`config.mk`:
```
export PLATFORM = sky130hd
export DESIGN_NAME = bus_to_bus_dma_unit
export DESIGN_NICKNAME = d
export VERILOG_FILES = /design/src/common/dma_pkg.sv /design/src/rtl/request_gap_timer.sv /design/src/rtl/bus_to_bus_dma_unit.sv
export SDC_FILE = /design/constraint.sdc
export NUM_CORES = 1
export LEC_CHECK = 0
export CAP_MARGIN = 20
export CORE_MARGIN = 4
export CORE_UTILIZATION = 25
export DETAILED_ROUTE_END_ITERATION = 7
export DONT_BUFFER_PORTS = 1
export GPL_ROUTABILITY_DRIVEN = 0
export HOLD_SLACK_MARGIN = 0.12
export PLACE_DENSITY_LB_ADDON = 0.3
export RECOVER_POWER = 25
export SLEW_MARGIN = 20
export SYNTH_ARGS = -nofsm -noshare
export SYNTH_HDL_FRONTEND = slang
export SYNTH_SLANG_ARGS = --single-unit
```
`constraint.sdc`:
```
create_clock -name sys_clk -period 3.4 [get_ports sys_clk]
set_clock_uncertainty 0.2 [all_clocks]
set_input_delay 0.34 -clock sys_clk [delete_from_list [all_inputs] [get_ports sys_clk]]
set_output_delay 0.34 -clock sys_clk [all_outputs]
set_load 0.1 [all_outputs]
```
`src/common/dma_pkg.sv`:
```
// constants, field layout and types of the bus-to-bus dma unit
// assumes a plain register port with 16-bit byte addresses, 64-bit data
package dma_pkg;

    ////////////////////////////////////////////////////////////////////////
    // register port widths and offsets
    localparam int ADDR_W = 16;
    localparam int DATA_W = 64;
    localparam logic [15:0] OFS_PCI_ADDR = 16'hD210;
    localparam logic [15:0] OFS_COUNT = 16'hD218;
    localparam logic [15:0] OFS_CONFIG = 16'hD220;
    localparam logic [15:0] OFS_CONTROL = 16'hD228;
    localparam logic [15:0] OFS_IRQ_STATUS = 16'hD230;
    localparam logic [15:0] OFS_IRQ_CLEAR = 16'hD238;
    localparam logic [15:0] OFS_IRQ_ENABLE = 16'hD240;

    ////////////////////////////////////////////////////////////////////////
    // field positions
    localparam int PA_LSB = 2;
    localparam int PA_MSB = 39;
    localparam int PA_W = PA_MSB - PA_LSB + 1;
    localparam int CNT_LSB = 2;
    localparam int CNT_MSB = 23;
    localparam int CNT_W = CNT_MSB - CNT_LSB + 1;
    localparam int CFG_FIFO_CLR = 21;
    localparam int CFG_BYTE_ORDER = 20;
    localparam int CFG_GAP_MSB = 13;
    localparam int CFG_GAP_LSB = 11;
    localparam int CFG_ERR_IE = 10;
    localparam int CFG_CHAIN_IE = 9;
    localparam int CTL_DONE_IE = 8;
    localparam int CTL_CHAIN_EN = 7;
    localparam int CTL_RUN = 6;
    localparam int CTL_DIR = 0;
    // interrupt status, clear and enable share this layout
    localparam int IRQ_ERR = 0;
    localparam int IRQ_CHAIN = 1;
    localparam int IRQ_DONE = 2;
    localparam int IRQ_W = 3;

    ////////////////////////////////////////////////////////////////////////
    // reset values and counts
    localparam logic [2:0] GAP_NONE = 3'h0;
    localparam logic [10:0] GAP_UNIT = 11'h008;
    localparam logic [10:0] GAP_SAT = 11'h7FF;
    localparam logic [11:0] SEEN_SAT = 12'hFFF;
    localparam logic [PA_W-1:0] PA_STEP = 38'h1;
    localparam logic [CNT_W-1:0] CNT_STEP = 22'h1;
    localparam logic [CNT_W-1:0] CNT_ZERO = 22'h0;

    typedef enum logic [1:0] {
        IDLE,
        GAP_WAIT,
        IBUS,
        PCI
    } xfer_state_e;

    // minimum internal-bus clocks between requests: 0, then 16 up to 1024
    function automatic logic [10:0] gap_cycles(input logic [2:0] sel);
        gap_cycles = (sel == GAP_NONE) ? 11'h000 : 11'(GAP_UNIT << sel);
    endfunction : gap_cycles

    function automatic logic reg_hit(input logic [15:0] addr,
                                     input logic [15:0] ofs);
        reg_hit = (addr == ofs);
    endfunction : reg_hit

endpackage : dma_pkg

```
`src/rtl/request_gap_timer.sv`:
```
// spacing timer between internal-bus requests of the dma unit
// assumes issue is a one-cycle pulse on sys_clk when a request starts
`timescale 1ns/10ps
module request_gap_timer (
    // clock and reset
    input wire logic sys_clk,
    input wire logic rst,
    // control
    input wire logic [2:0] gap_select,
    input wire logic issue,
    // status
    output logic gap_ok
);

    logic [10:0] since;
    logic [10:0] next_since;
    logic [10:0] need;

    ////////////////////////////////////////////////////////////////////////
    // clocks since the last request, saturating so the first one is free
    assign need = dma_pkg::gap_cycles(gap_select);

    always_comb begin
        next_since = since;
        if (issue) begin
            next_since = 11'h001;
        end else if (since != dma_pkg::GAP_SAT) begin
            next_since = since + 11'h001;
        end
    end

    always_ff @(posedge sys_clk or posedge rst) begin
        if (rst) begin
            since <= dma_pkg::GAP_SAT;
        end else begin
            since <= next_since;
        end
    end

    // code zero lets requests run back to back
    assign gap_ok = (gap_select == dma_pkg::GAP_NONE)
                  || (since >= need);

endmodule : request_gap_timer

```
`src/rtl/bus_to_bus_dma_unit.sv`:
```
// register set and word engine of the bus-to-bus dma unit
// assumes a plain register port on sys_clk, an internal-bus agent on
// sys_clk and a pci agent on its own pci_clk, sampled here
//
// Notes on behaviour
// pci address bits 39:2, word aligned
// pci address used for pci write or read
// address and count survive reset
// count bits 23:2, unit is one word
// software programs count multiple of size
// zero count moves no data
// count drops as words move
// fifo clear bit holds fifo pointers cleared
// software clears fifo clear bit itself
// byte order bit tells internal bus endianness
// gap code zero means back to back
// gap codes give 16 to 1024 clocks
// error interrupt enable gates error interrupt
// chain interrupt enable gates chain interrupt
// running bit starts, hardware clears at end
// done interrupt enable gates done interrupt
// sticky status, one combined interrupt line
//
// Implementation choice: strobed register access.
`timescale 1ns/10ps
module bus_to_bus_dma_unit (
    // clock and reset
    input wire logic sys_clk,
    input wire logic rst,
    // register port
    input wire logic [15:0] reg_addr,
    input wire logic [63:0] reg_wdata,
    input wire logic reg_wr,
    input wire logic reg_rd,
    output logic [63:0] reg_rdata,
    // internal bus agent
    output logic ibus_req,
    output logic ibus_write,
    input wire logic ibus_ack,
    input wire logic ibus_error,
    output logic internal_bus_byte_order,
    output logic fifo_pointer_clear,
    // descriptor chain logic
    input wire logic chain_enable,
    input wire logic chain_start,
    // pci agent
    input wire logic pci_clk,
    input wire logic pci_word_done,
    input wire logic pci_error,
    output logic pci_access_valid,
    output logic pci_access_write,
    output logic [39:0] pci_access_addr,
    // interrupt
    output logic irq
);

    // kept through reset, no reset term
    logic [dma_pkg::PA_W-1:0] pci_side_transfer_address;
    logic [dma_pkg::PA_W-1:0] next_pci_side_transfer_address;
    logic [dma_pkg::CNT_W-1:0] transfer_byte_count;
    logic [dma_pkg::CNT_W-1:0] next_transfer_byte_count;
    // configuration and control
    logic next_fifo_pointer_clear;
    logic next_internal_bus_byte_order;
    logic [2:0] request_gap_select;
    logic [2:0] next_request_gap_select;
    logic error_irq_enable;
    logic next_error_irq_enable;
    logic chain_done_irq_enable;
    logic next_chain_done_irq_enable;
    logic transfer_done_irq_enable;
    logic next_transfer_done_irq_enable;
    logic transfer_running;
    logic next_transfer_running;
    logic pci_to_ibus;
    logic next_pci_to_ibus;
    logic [dma_pkg::IRQ_W-1:0] irq_status;
    logic [dma_pkg::IRQ_W-1:0] next_irq_status;
    logic [dma_pkg::IRQ_W-1:0] irq_enable_vec;
    logic [dma_pkg::IRQ_W-1:0] irq_events;
    logic [63:0] next_reg_rdata;
    // engine
    dma_pkg::xfer_state_e state;
    dma_pkg::xfer_state_e next_state;
    logic word_step;
    logic ev_err;
    logic ev_xfer_done;
    logic ev_chain_done;
    logic ibus_issue;
    logic gap_ok;
    // link sampling
    logic link_clk_s1;
    logic link_clk_s2;
    logic link_clk_s3;
    logic done_s1;
    logic done_s2;
    logic err_s1;
    logic err_s2;
    logic link_fall;
    // helper for the spacing check only
    logic [11:0] gap_seen;

    ////////////////////////////////////////////////////////////////////////
    // two flops on pci_word_done and pci_error, three on pci_clk; s1 feeds s2 only
    always_ff @(posedge sys_clk or posedge rst) begin
        if (rst) begin
            link_clk_s1 <= 1'b0;
            link_clk_s2 <= 1'b0;
            link_clk_s3 <= 1'b0;
            done_s1 <= 1'b0;
            done_s2 <= 1'b0;
            err_s1 <= 1'b0;
            err_s2 <= 1'b0;
        end else begin
            link_clk_s1 <= pci_clk;
            link_clk_s2 <= link_clk_s1;
            link_clk_s3 <= link_clk_s2;
            done_s1 <= pci_word_done;
            done_s2 <= done_s1;
            err_s1 <= pci_error;
            err_s2 <= err_s1;
        end
    end

    // the agent changes after its rising edge, so sample at the falling one
    assign link_fall = link_clk_s3 && !link_clk_s2;

    ////////////////////////////////////////////////////////////////////////
    // word engine: one word per pass, count checked before each word
    always_comb begin
        next_state = state;
        word_step = 1'b0;
        ev_err = 1'b0;
        ev_xfer_done = 1'b0;
        ev_chain_done = 1'b0;
        case (state)
            dma_pkg::IDLE: begin
                if (transfer_running) begin
                    if (transfer_byte_count == dma_pkg::CNT_ZERO) begin
                        ev_xfer_done = 1'b1;
                        ev_chain_done = !chain_enable;
                    end else if (pci_to_ibus) begin
                        next_state = dma_pkg::PCI;
                    end else begin
                        next_state = dma_pkg::GAP_WAIT;
                    end
                end
            end
            dma_pkg::GAP_WAIT: begin
                if (gap_ok) begin
                    next_state = dma_pkg::IBUS;
                end
            end
            dma_pkg::IBUS: begin
                if (ibus_error) begin
                    ev_err = 1'b1;
                    next_state = dma_pkg::IDLE;
                end else if (ibus_ack) begin
                    if (pci_to_ibus) begin
                        word_step = 1'b1;
                        next_state = dma_pkg::IDLE;
                    end else begin
                        next_state = dma_pkg::PCI;
                    end
                end
            end
            dma_pkg::PCI: begin
                if (link_fall && err_s2) begin
                    ev_err = 1'b1;
                    next_state = dma_pkg::IDLE;
                end else if (link_fall && done_s2) begin
                    if (pci_to_ibus) begin
                        next_state = dma_pkg::GAP_WAIT;
                    end else begin
                        word_step = 1'b1;
                        next_state = dma_pkg::IDLE;
                    end
                end
            end
            default: begin
                next_state = dma_pkg::IDLE;
            end
        endcase
    end

    assign ibus_issue = (state == dma_pkg::GAP_WAIT) && gap_ok;

    request_gap_timer gap_timer (
        .sys_clk(sys_clk),
        .rst(rst),
        .gap_select(request_gap_select),
        .issue(ibus_issue),
        .gap_ok(gap_ok)
    );

    ////////////////////////////////////////////////////////////////////////
    // address and count: software write wins over the hardware step
    always_comb begin
        next_pci_side_transfer_address = pci_side_transfer_address;
        next_transfer_byte_count = transfer_byte_count;
        if (word_step) begin
            next_pci_side_transfer_address = pci_side_transfer_address
                                           + dma_pkg::PA_STEP;
            next_transfer_byte_count = transfer_byte_count
                                     - dma_pkg::CNT_STEP;
        end
        if (reg_wr && dma_pkg::reg_hit(reg_addr, dma_pkg::OFS_PCI_ADDR)) begin
            next_pci_side_transfer_address =
                reg_wdata[dma_pkg::PA_MSB:dma_pkg::PA_LSB];
        end
        if (reg_wr && dma_pkg::reg_hit(reg_addr, dma_pkg::OFS_COUNT)) begin
            next_transfer_byte_count =
                reg_wdata[dma_pkg::CNT_MSB:dma_pkg::CNT_LSB];
        end
    end

    // no reset on purpose: contents must outlive a reset
    always_ff @(posedge sys_clk) begin
        pci_side_transfer_address <= next_pci_side_transfer_address;
        transfer_byte_count <= next_transfer_byte_count;
    end

    ////////////////////////////////////////////////////////////////////////
    // configuration, control, sticky status and read data
    assign irq_events = {ev_xfer_done, ev_chain_done, ev_err};

    always_comb begin
        next_fifo_pointer_clear = fifo_pointer_clear;
        next_internal_bus_byte_order = internal_bus_byte_order;
        next_request_gap_select = request_gap_select;
        next_error_irq_enable = error_irq_enable;
        next_chain_done_irq_enable = chain_done_irq_enable;
        next_transfer_done_irq_enable = transfer_done_irq_enable;
        next_transfer_running = transfer_running;
        next_pci_to_ibus = pci_to_ibus;
        next_irq_status = irq_status;
        next_reg_rdata = 64'h0000_0000_0000_0000;
        // hardware clear first so a software set in the same cycle wins
        if (ev_err || ev_xfer_done) begin
            next_transfer_running = 1'b0;
        end
        if (reg_wr && dma_pkg::reg_hit(reg_addr, dma_pkg::OFS_CONFIG)) begin
            // the clear bit stays until software writes it back
            next_fifo_pointer_clear = reg_wdata[dma_pkg::CFG_FIFO_CLR];
            next_internal_bus_byte_order =
                reg_wdata[dma_pkg::CFG_BYTE_ORDER];
            next_request_gap_select =
                reg_wdata[dma_pkg::CFG_GAP_MSB:dma_pkg::CFG_GAP_LSB];
            next_error_irq_enable = reg_wdata[dma_pkg::CFG_ERR_IE];
            next_chain_done_irq_enable = reg_wdata[dma_pkg::CFG_CHAIN_IE];
        end
        if (reg_wr && dma_pkg::reg_hit(reg_addr, dma_pkg::OFS_CONTROL)) begin
            next_transfer_done_irq_enable = reg_wdata[dma_pkg::CTL_DONE_IE];
            next_pci_to_ibus = reg_wdata[dma_pkg::CTL_DIR];
            // a start with nothing to move and no chain is dropped
            next_transfer_running = reg_wdata[dma_pkg::CTL_RUN]
                && ((transfer_byte_count != dma_pkg::CNT_ZERO)
                    || chain_enable);
        end
        if (reg_wr
            && dma_pkg::reg_hit(reg_addr, dma_pkg::OFS_IRQ_ENABLE)) begin
            next_error_irq_enable = reg_wdata[dma_pkg::IRQ_ERR];
            next_chain_done_irq_enable = reg_wdata[dma_pkg::IRQ_CHAIN];
            next_transfer_done_irq_enable = reg_wdata[dma_pkg::IRQ_DONE];
        end
        if (chain_start) begin
            next_transfer_running = 1'b1;
        end
        // write one to clear; a new event in the same cycle stays set
        if (reg_wr && dma_pkg::reg_hit(reg_addr, dma_pkg::OFS_IRQ_CLEAR)) begin
            next_irq_status = irq_status
                            & ~reg_wdata[dma_pkg::IRQ_W-1:0];
        end
        next_irq_status = next_irq_status | irq_events;
        if (reg_rd) begin
            if (dma_pkg::reg_hit(reg_addr, dma_pkg::OFS_PCI_ADDR)) begin
                next_reg_rdata[dma_pkg::PA_MSB:dma_pkg::PA_LSB] =
                    pci_side_transfer_address;
            end else if (dma_pkg::reg_hit(reg_addr, dma_pkg::OFS_COUNT)) begin
                next_reg_rdata[dma_pkg::CNT_MSB:dma_pkg::CNT_LSB] =
                    transfer_byte_count;
            end else if (dma_pkg::reg_hit(reg_addr, dma_pkg::OFS_CONFIG)) begin
                next_reg_rdata[dma_pkg::CFG_FIFO_CLR] = fifo_pointer_clear;
                next_reg_rdata[dma_pkg::CFG_BYTE_ORDER] =
                    internal_bus_byte_order;
                next_reg_rdata[dma_pkg::CFG_GAP_MSB:dma_pkg::CFG_GAP_LSB] =
                    request_gap_select;
                next_reg_rdata[dma_pkg::CFG_ERR_IE] = error_irq_enable;
                next_reg_rdata[dma_pkg::CFG_CHAIN_IE] = chain_done_irq_enable;
            end else if (dma_pkg::reg_hit(reg_addr, dma_pkg::OFS_CONTROL)) begin
                next_reg_rdata[dma_pkg::CTL_DONE_IE] =
                    transfer_done_irq_enable;
                next_reg_rdata[dma_pkg::CTL_CHAIN_EN] = chain_enable;
                next_reg_rdata[dma_pkg::CTL_RUN] = transfer_running;
                next_reg_rdata[dma_pkg::CTL_DIR] = pci_to_ibus;
            end else if (dma_pkg::reg_hit(reg_addr,
                                          dma_pkg::OFS_IRQ_STATUS)) begin
                next_reg_rdata[dma_pkg::IRQ_W-1:0] = irq_status;
            end else if (dma_pkg::reg_hit(reg_addr,
                                          dma_pkg::OFS_IRQ_ENABLE)) begin
                next_reg_rdata[dma_pkg::IRQ_W-1:0] = irq_enable_vec;
            end
        end
    end

    always_ff @(posedge sys_clk or posedge rst) begin
        if (rst) begin
            fifo_pointer_clear <= 1'b0;
            internal_bus_byte_order <= 1'b0;
            request_gap_select <= dma_pkg::GAP_NONE;
            error_irq_enable <= 1'b0;
            chain_done_irq_enable <= 1'b0;
            transfer_done_irq_enable <= 1'b0;
            transfer_running <= 1'b0;
            pci_to_ibus <= 1'b0;
            irq_status <= 3'h0;
            reg_rdata <= 64'h0000_0000_0000_0000;
            state <= dma_pkg::IDLE;
        end else begin
            fifo_pointer_clear <= next_fifo_pointer_clear;
            internal_bus_byte_order <= next_internal_bus_byte_order;
            request_gap_select <= next_request_gap_select;
            error_irq_enable <= next_error_irq_enable;
            chain_done_irq_enable <= next_chain_done_irq_enable;
            transfer_done_irq_enable <= next_transfer_done_irq_enable;
            transfer_running <= next_transfer_running;
            pci_to_ibus <= next_pci_to_ibus;
            irq_status <= next_irq_status;
            reg_rdata <= next_reg_rdata;
            state <= next_state;
        end
    end

    ////////////////////////////////////////////////////////////////////////
    // outputs toward the agents and the interrupt line
    assign ibus_req = (state == dma_pkg::IBUS);
    assign ibus_write = pci_to_ibus;
    assign pci_access_valid = (state == dma_pkg::PCI);
    assign pci_access_write = !pci_to_ibus;
    assign pci_access_addr = {pci_side_transfer_address, 2'b00};
    assign irq_enable_vec = {transfer_done_irq_enable,
                             chain_done_irq_enable,
                             error_irq_enable};
    assign irq = |(irq_status & irq_enable_vec);

    ////////////////////////////////////////////////////////////////////////
    // checks; gap_seen counts clocks since the last internal-bus request
    always_ff @(posedge sys_clk or posedge rst) begin
        if (rst) begin
            gap_seen <= dma_pkg::SEEN_SAT;
        end else if (ibus_issue) begin
            gap_seen <= 12'h001;
        end else if (gap_seen != dma_pkg::SEEN_SAT) begin
            gap_seen <= gap_seen + 12'h001;
        end
    end

    a_gap_spacing_held: assert property (
        @(posedge sys_clk) disable iff (rst)
        (ibus_issue && request_gap_select != dma_pkg::GAP_NONE)
        |-> (gap_seen >= {1'b0, dma_pkg::gap_cycles(request_gap_select)}))
        else $error("internal-bus request issued inside the gap");

    a_zero_count_idle: assert property (
        @(posedge sys_clk) disable iff (rst)
        (state == dma_pkg::IDLE && transfer_running && !reg_wr && !chain_start
         && transfer_byte_count == dma_pkg::CNT_ZERO)
        |=> (state == dma_pkg::IDLE && !transfer_running))
        else $error("zero count did not end the transfer at once");

    a_run_stop_error: assert property (
        @(posedge sys_clk) disable iff (rst)
        (ev_err && !reg_wr && !chain_start) |=> !transfer_running)
        else $error("running bit survived an error");

    a_count_word_step: assert property (
        @(posedge sys_clk) disable iff (rst)
        (word_step && !reg_wr)
        |=> (transfer_byte_count == $past(transfer_byte_count) - 22'h1))
        else $error("count did not drop by one word");

    a_addr_word_step: assert property (
        @(posedge sys_clk) disable iff (rst)
        (word_step && !reg_wr)
        |=> (pci_access_addr == $past(pci_access_addr) + 40'h4))
        else $error("pci address did not advance by one word");

    // set by a write, then held until software writes the register again
    a_fifo_clear_held: assert property (
        @(posedge sys_clk) disable iff (rst)
        ((reg_wr && reg_addr == dma_pkg::OFS_CONFIG
          && reg_wdata[dma_pkg::CFG_FIFO_CLR])
         || (fifo_pointer_clear
             && !(reg_wr && reg_addr == dma_pkg::OFS_CONFIG)))
        |=> fifo_pointer_clear)
        else $error("fifo clear did not hold after being set");

    a_err_irq_gate: assert property (
        @(posedge sys_clk) disable iff (rst)
        (ev_err && error_irq_enable && !reg_wr) |=> irq)
        else $error("enabled error raised no interrupt");

    a_chain_irq_gate: assert property (
        @(posedge sys_clk) disable iff (rst)
        (irq_status == 3'h2 && !chain_done_irq_enable) |-> !irq)
        else $error("disabled chain event raised the interrupt");

    a_done_irq_gate: assert property (
        @(posedge sys_clk) disable iff (rst)
        (ev_xfer_done && transfer_done_irq_enable && !reg_wr) |=> irq)
        else $error("enabled transfer done raised no interrupt");

    a_status_sticky: assert property (
        @(posedge sys_clk) disable iff (rst)
        (irq_status[dma_pkg::IRQ_ERR] && !reg_wr)
        |=> irq_status[dma_pkg::IRQ_ERR])
        else $error("error status dropped without a clear");

    a_rdata_only_after: assert property (@(posedge sys_clk) disable iff (rst)
        !$past(reg_rd) |-> (reg_rdata == 64'h0000_0000_0000_0000))
        else $error("read data outside the cycle after a read");

endmodule : bus_to_bus_dma_unit

```
==> flow_summary_export.csv, run 1 <==
group,metric,value,unit
pwr,switching_power,1.26,mW
routing,drtAntennaViolNets,0,
floorplanning,start_util,0.255,
worst_setup_path,crit_family,"simple AND/OR/NAND/NOR gates",
place,port_buffers,0,
pwr,vdd.ir_drop.worst,0.327,mV
worst_setup_path,cp_slowest_cell,"or4_1",
pwr,switching_share,0.286,
layout,nFillCells,2976,
clock_tree,clk_pin_slew,0.07,ns
layout,drive_gt1_frac,0.142,
sta,max_slew.worst_pin.slew,1.52,ns
worst_setup_path,path_class,"flop to flop",
sta,max_freq,316,MHz
layout,final_common_cell,"nor2_1",
clock_tree,ctsRootBufferMaster,"clkbuf_16",
global_route,grt.total_usage,0.143,
sta,slew_violations,26,
routing,vias_per_cell,4.74,
run_status,failed_checks,"max-capacitance violations, max-slew violations",
run_status,status,"finished with violations",
floorplanning,io_pins,202,
pwr,p_clk_frac,0.435,
clock_tree,clock-sinks,133,
sta,rsz0062_at_grt,"false",
floorplanning,coreArea,28900,um2
floorplanning,die_h,180,um
synthesis,avgSynthCellArea,10.0,um2
pwr,p_int,3.15,mW
clock_tree,cts_tree,"yes",
synthesis,yosysWarnings,0,
worst_setup_path,cpMostUsedCell,"or4_1",
global_route,grt_pass1_wl,35.8,mm
worst_setup_path,path_cells,"or4_1, or4_1, nor4_2, buf_4, a21oi_1, a211o_1, dlygate4sd3_1",
worst_setup_path,cp_num_buf_inv,2,
worst_setup_path,worstSetupEndpointType,"flop",
floorplanning,die_w,180,um
place,dp_hpwl,16.7,mm
clock_tree,clk_path_buf_depth,2,
worst_setup_path,worstRegToRegCells,7,
synthesis,synth_edf_count,60,
routing,drt-pass1-iter-count,6,
synthesis,synth-seq-area-share,0.494,
worst_setup_path,arrival,3.25,ns
routing,drc,0,
worst_setup_path,slowest_delay,0.58,ns
worst_setup_path,crit_fanout,5,
synthesis,ys.flop_type,"dfrtp_1",
worst_setup_path,crit_required,3.49,ns
pwr,power_frac_comb,0.152,
hold_path,holdPathStages,2,
floorplanning,die-area,32300,um2
clock_tree,clk_latency,0.42,ns
floorplanning,rows,62,
pwr,p_total,4.42,mW
layout,area_growth,26.0,%
routing,routedWlPerCell,19.0,um
layout,fin_nets,939,
job,cap_violations,1,
sta,setup_viol,0,
global_route,grt_overflow,0,
global_route,grt_max_degree,64,
sta,setup_tns,0,ns
sta,maxSlewHeadroom,-0.0148,
routing,via_count,5858,
synthesis,synth-seq-cells,133,
hold_path,min_path_type,"input port to flop",
pwr,seqPwrFrac,0.413,
clock_tree,cts_buffers,17,
routing,wl,23.4,mm
synthesis,async_flop_share,0.549,
synthesis,postSynthCellCount,734,
clock_tree,h-tree-depth,4,
sta,period_needed,3.16,ns
synthesis,syn-cell-area,7370,um2
pwr,power_density,476,nW/um2
sta,finalCritPeriodShare,0.931,
routing,first_iter_violations,475,
global_route,grt_pass1_vias,5768,
worst_setup_path,cp_num_cells,7,
global_route,antenna_found_initial,4,
pwr,p_leak,3.59,nW
worst_setup_path,start_kind,"flop",
layout,layout_common_cells,"nor2_1 (90), a21oi_1 (68), dlygate4sd3_1 (64)",
sta,hold_viol_final,0,
synthesis,yosysUniqueCellTypes,57,
## per-layer routing
layer  up-vias  global-route usage  wire length [um]
met1      2826               0.187             10300
met4         6              0.0372               270
li1       2782                   -                 -
met2       223               0.226             10900
met5         -                   0                40
met3        21              0.0509              1990
## repair_timing
action,4_1_cts,5_1_grt
endpoints found under the hold margin,180,0
hold buffers,65,0
setup buffers,0,1
endpoints found under the setup margin,0,4
gates resized for setup,0,1
## layout make-up
type,instances,area [um2],share of cell area
diodes,1,2.50,0.000270
inverters,15,57.6,0.00620
flip-flops and latches,133,3640,0.392
multi-input cells,546,3410,0.367
clock inverters,11,149,0.0160
repair buffers,124,1080,0.117
clock buffers,21,460,0.0496
well taps,384,480,0.0517
## path summary, 6_finish.rpt
kind	from	endpoint	slack [ns]
setup / recovery	transfer_byte_count[14]	transfer_running	0.24
hold reg to reg	link_clk_s1	link_clk_s2	0.15
hold / removal	reg_addr[5]	request_gap_select[0]	0.13
setup reg to reg	transfer_byte_count[14]	transfer_running	0.24
min in group asynchronous	rst	reg_rdata[1]	0.43
max in group asynchronous	rst	request_gap_select[1]	0.65
## cell usage after synthesis, types with 3 or more instances
master      n  share of area
buf_2      14         0.0095
a211oi_1    3         0.0031
nor4_1     18          0.015
a21boi_0    5         0.0051
xnor2_1    38          0.045
a22oi_1     9         0.0092
dfstp_2    11          0.039
edfxtp_1   60           0.24
nand3b_1    3         0.0031
xor2_1     17          0.020
nand4_1    17          0.014
buf_4      27          0.028
a211o_1     3         0.0036
mux2_2     12          0.018
dfrtp_1    62           0.21
o211ai_1    3         0.0031
nor3_1     21          0.014
nand3_1    16          0.011
nor2b_1    16          0.014
nand4b_1    4         0.0048
o21ai_0     8         0.0054
ha_1       11          0.019
and4_1     11          0.013
clkbuf_1   23          0.012
o2bb2ai_1   6         0.0071
nor2_1     90          0.046
mux2i_1    24          0.033
a21oi_1    68          0.046
and2_1     18          0.015
or4_1       8         0.0082
or3b_2      4         0.0048
nand2_1    53          0.027
and3_1      4         0.0034
inv_1      15         0.0076
## sequential cells by signal, indices dropped and copies added, names as in the netlist
| signal | flops |
|---|---|
| ibus_write | 1 |
| err_s1 | 1 |
| gap_timer.since | 11 |
| error_irq_enable | 1 |
| request_gap_select | 3 |
| err_s2 | 1 |
| reg_rdata | 40 |
| irq_status | 3 |
| state | 2 |
| chain_done_irq_enable | 1 |
| transfer_done_irq_enable | 1 |
| pci_side_transfer_address | 38 |
| done_s1 | 1 |
| transfer_running | 1 |
| transfer_byte_count | 22 |
| fifo_pointer_clear | 1 |
| link_clk_s2 | 1 |
| internal_bus_byte_order | 1 |
| link_clk_s3 | 1 |
| link_clk_s1 | 1 |
| done_s2 | 1 |
## power by group through the flow
stage          Clock (mW)  Sequential, mW  Combinational [mW]
3_3_place_gp            0            1.85               0.571
6_report             1.92            1.82               0.671
4_1_cts              1.97            1.82               0.678
2_1_floorplan           0            1.86               0.485
3_5_place_dp            0            1.85               0.577
5_1_grt              2.05            1.84               0.718
## through the flow
stage | instance area, um2 | instances | worst slack, ns | utilization | hold slack [ns]
2_1_floorplan | 7460 | 759 | 0.0709 | - | 0.131
3_3_place_gp | 8030 | 1136 | 0.640 | 0.278 | 0.0640
3_5_place_dp | 8030 | 1136 | 0.634 | 0.278 | 0.0642
4_1_cts | 9300 | 1233 | 0.0995 | 0.322 | 0.125
5_1_grt | 9280 | 1234 | 0.0843 | 0.322 | 0.120
6_report | 9290 | 1235 | 0.236 | 0.322 | 0.134
## logic make-up (layout without fill, tap and decap cells)
| kind of cell | after synthesis | after routing | synth area share |
|---|---|---|---|
| buffers and inverters | 80 | 171 | 0.0569 |
| other | 1 | 27 | 0.000509 |
| flip-flops | 133 | 133 | 0.494 |
| XOR/XNOR | 55 | 55 | 0.0654 |
| AND/OR/NAND/NOR | 303 | 303 | 0.219 |
| AO/OA/AOI/OAI | 115 | 115 | 0.0941 |
| multiplexers | 36 | 36 | 0.0509 |
| adder cells (fa/ha/maj) | 11 | 11 | 0.0187 |
(Power assumes the default switching activity.)
==> run 2, diff against run 1 <==
--- a/config.mk
+++ b/config.mk
@@ -5,6 +5,7 @@
 export SDC_FILE = /design/constraint.sdc
 export NUM_CORES = 1
 export LEC_CHECK = 0
+export ABC_AREA = 1
 export CAP_MARGIN = 20
 export CORE_MARGIN = 4
 export CORE_UTILIZATION = 25
==> run 2 against run 1 <==
The run now ends clean. Final area up 5.9%. Synthesized area up 8.5%. Non-clock buffer count down 13.
==> flow_summary_export.csv, run 2 <==
group,metric,value,unit
run_status,status,"finished clean",
floorplanning,coreArea,31600,um2
floorplanning,io_pins,202,
layout,nFillCells,3384,
pwr,p_int,3.03,mW
sta,hold_viol_final,0,
clock_tree,clk_path_buf_depth,2,
hold_path,hold_path.startpoint,"err_s1",
worst_setup_path,worstSetupEndpoint,"pci_side_transfer_address[21]",
worst_setup_path,startpoint,"pci_side_transfer_address[20]",
pwr,seqPwrFrac,0.418,
sta,period_needed,3.21,ns
routing,vias_per_cell,4.54,
layout,multi_input_area,3690,um2
synthesis,avgSynthCellArea,7.72,um2
sta,maxSlewHeadroom,0.0286,
sta,setup_tns,0,ns
routing,first_iter_violations,480,
synthesis,synth-seq-cells,133,
worst_setup_path,crit_required,3.38,ns
global_route,grt.total_usage,0.149,
synthesis,yosysMostFrequentCell,"nand2_1",
place,port_buffers,0,
synthesis,synth_compound_area_frac,0.0570,
worst_setup_path,regToRegEndpoint,"pci_side_transfer_address[21]",
layout,top_register,"reg_rdata",
synthesis,synth_mux_area_frac,0,
worst_setup_path,worstSetupEndpointType,"flop",
synthesis,ys_top_cells_by_count,"nand2_1 (322), nor2_1 (124), inv_1 (112)",
sta,rsz0062_at_grt,"false",
sta,finalCritPeriodShare,0.943,
global_route,grt_pass1_vias,6956,
pwr,switching_power,1.39,mW
synthesis,yosysWarnings,0,
synthesis,yosys-top-cells-area,"edfxtp_1 (23%), dfrtp_1 (19%), nand2_1 (15%)",
clock_tree,h-tree-depth,4,
synthesis,yosysTopAreaCell,"edfxtp_1",
clock_tree,cts_buffers,17,
global_route,grt_pass1_wl,40.8,mm
job,cap_violations,0,
pwr,p_clk_frac,0.405,
pwr,switching_share,0.314,
synthesis,synth_edf_count,60,
synthesis,synthSimpleGateAreaFrac,0.334,
clock_tree,postCtsSetupBuffers,0,
layout,final_common_cell,"nand2_1",
synthesis,synth_xor_area_frac,0.0416,
sta,max_freq,312,MHz
pwr,power_density,449,nW/um2
hold_path,min_path_type,"flop to flop",
worst_setup_path,r2r_start,"pci_side_transfer_address[20]",
pwr,power_frac_comb,0.177,
floorplanning,die-area,34900,um2
synthesis,synth-seq-area-share,0.456,
sta,hold_slack,0.141,ns
sta,max_slew.worst_pin.slew,1.45,ns
routing,routedWlPerCell,16.8,um
global_route,grt_max_degree,39,
floorplanning,die_h,187,um
routing,drt-pass1-iter-count,5,
routing,drtAntennaViolNets,0,
global_route,grt_overflow,0,
place,dp_hpwl,20.2,mm
pwr,vdd.ir_drop.worst,0.360,mV
layout,largest_register_ffs,40,
layout,drive_gt1_frac,0.103,
routing,wl,26.3,mm
layout,top_regs,"reg_rdata x40, pci_side_transfer_address x38, transfer_byte_count x22",
clock_tree,cts_tree,"yes",
synthesis,async_flop_share,0.549,
synthesis,synth_fa_ha_area_frac,0.0172,
sta,slew_violations,0,
synthesis,yosysUniqueCellTypes,39,
clock_tree,ctsRootBufferMaster,"clkbuf_16",
routing,via_count,7101,
synthesis,postSynthCellCount,1036,
worst_setup_path,path_class,"flop to flop",
synthesis,synthDominantCellAreaShare,0.225,
worst_setup_path,start_kind,"flop",
routing,drc,0,
layout,seqCellArea,3640,um2
sta,setup_viol,0,
layout,layout_common_cells,"nand2_1 (322), nor2_1 (124), inv_1 (111)",
floorplanning,rows,65,
worst_setup_path,reg2reg_setup_slack,0.19,ns
synthesis,syn-cell-area,7990,um2
global_route,antenna_found_initial,2,
synthesis,ys.flop_type,"dfrtp_1",
layout,area_growth,23.0,%
worst_setup_path,arrival,3.19,ns
pwr,p_leak,4.45,nW
worst_setup_path,crit_fanout,4,
layout,fin_nets,1249,
worst_setup_path,worstRegToRegCells,9,
floorplanning,die_w,187,um
synthesis,synth_top_family_by_area,"simple AND/OR/NAND/NOR gates",
floorplanning,start_util,0.253,
clock_tree,clock-sinks,133,
hold_path,holdPathStages,0,
clock_tree,clk_latency,0.43,ns
clock_tree,clk_pin_slew,0.06,ns
-- run 2: through the flow --
| stage | std cells | power [mW] | utilization | worst slack [ns] | instance area (um2) |
|---|---|---|---|---|---|
| after floorplan | 1061 | 2.47 | - | 0.417 | 8090 |
| after global placement | 1466 | 2.57 | 0.274 | 0.802 | 8640 |
| after detailed placement | 1466 | 2.58 | 0.274 | 0.704 | 8640 |
| after CTS | 1562 | 4.47 | 0.313 | 0.100 | 9860 |
| after global routing | 1562 | 4.61 | 0.311 | 0.0791 | 9830 |
| final | 1563 | 4.42 | 0.311 | 0.194 | 9830 |
-- run 2: per-layer routing --
metal | vias to the layer above | part of all wire | GRT usage
met1 | 3334 | 0.44 | 0.193
met4 | 2 | 0.026 | 0.0532
met5 | - | 0.00049 | 0
met3 | 43 | 0.063 | 0.0401
met2 | 210 | 0.47 | 0.242
li1 | 3512 | - | -
-- run 2: cells by family (layout without fill, tap and decap cells) --
group           after synthesis  after routing
other cells                   1             27
flops                       133            133
compound gates               89             89
simple gates                603            603
xor+xnor                     38             38
buf+inv                     161            260
fa+ha+maj                    11             11
-- run 2: final cells by class --
cell class              instances  share of cell area
well taps                     402              0.0512
repair buffers                111              0.0995
clock inverters                12              0.0104
clock buffers                  20              0.0476
multi-input cells             767               0.375
inverters                     117              0.0453
diodes                          1            0.000255
flip-flops and latches        133               0.371
-- run 2: repair_timing --
item	4_1_cts	5_1_grt
hold endpoints to repair	142	0
hold buffers	64	0
gates resized for setup	0	1
setup endpoints to repair	0	1
-- run 2: worst min path at each step --
stage               slack [ns]            end
finish                    0.14         err_s2
detailed placement         0.1  reg_rdata[39]
global placement          0.09  reg_rdata[39]
global route              0.15         err_s2
floorplan                 0.13        done_s2
CTS                       0.13     ibus_write
-- run 2: critical path, stage by stage, from the launching register on --
cell and delay [ns]:
edfxtp_1 0.32, clkbuf_1 0.97, nand2_1 0.21, nor2_1 0.22
nand2_1 0.14, nor2_1 0.17, xor2_1 0.08, nand2_1 0.07
nand2_1 0.04, dlygate4sd3_1 0.54
-- run 2: power groups by stage --
stage	registers [mW]	logic [mW]	clock network (mW)
after global routing	1.86	0.851	1.91
after CTS	1.85	0.785	1.84
after detailed placement	1.88	0.705	0
after global placement	1.88	0.698	0
after floorplan	1.94	0.525	0
final	1.85	0.780	1.79
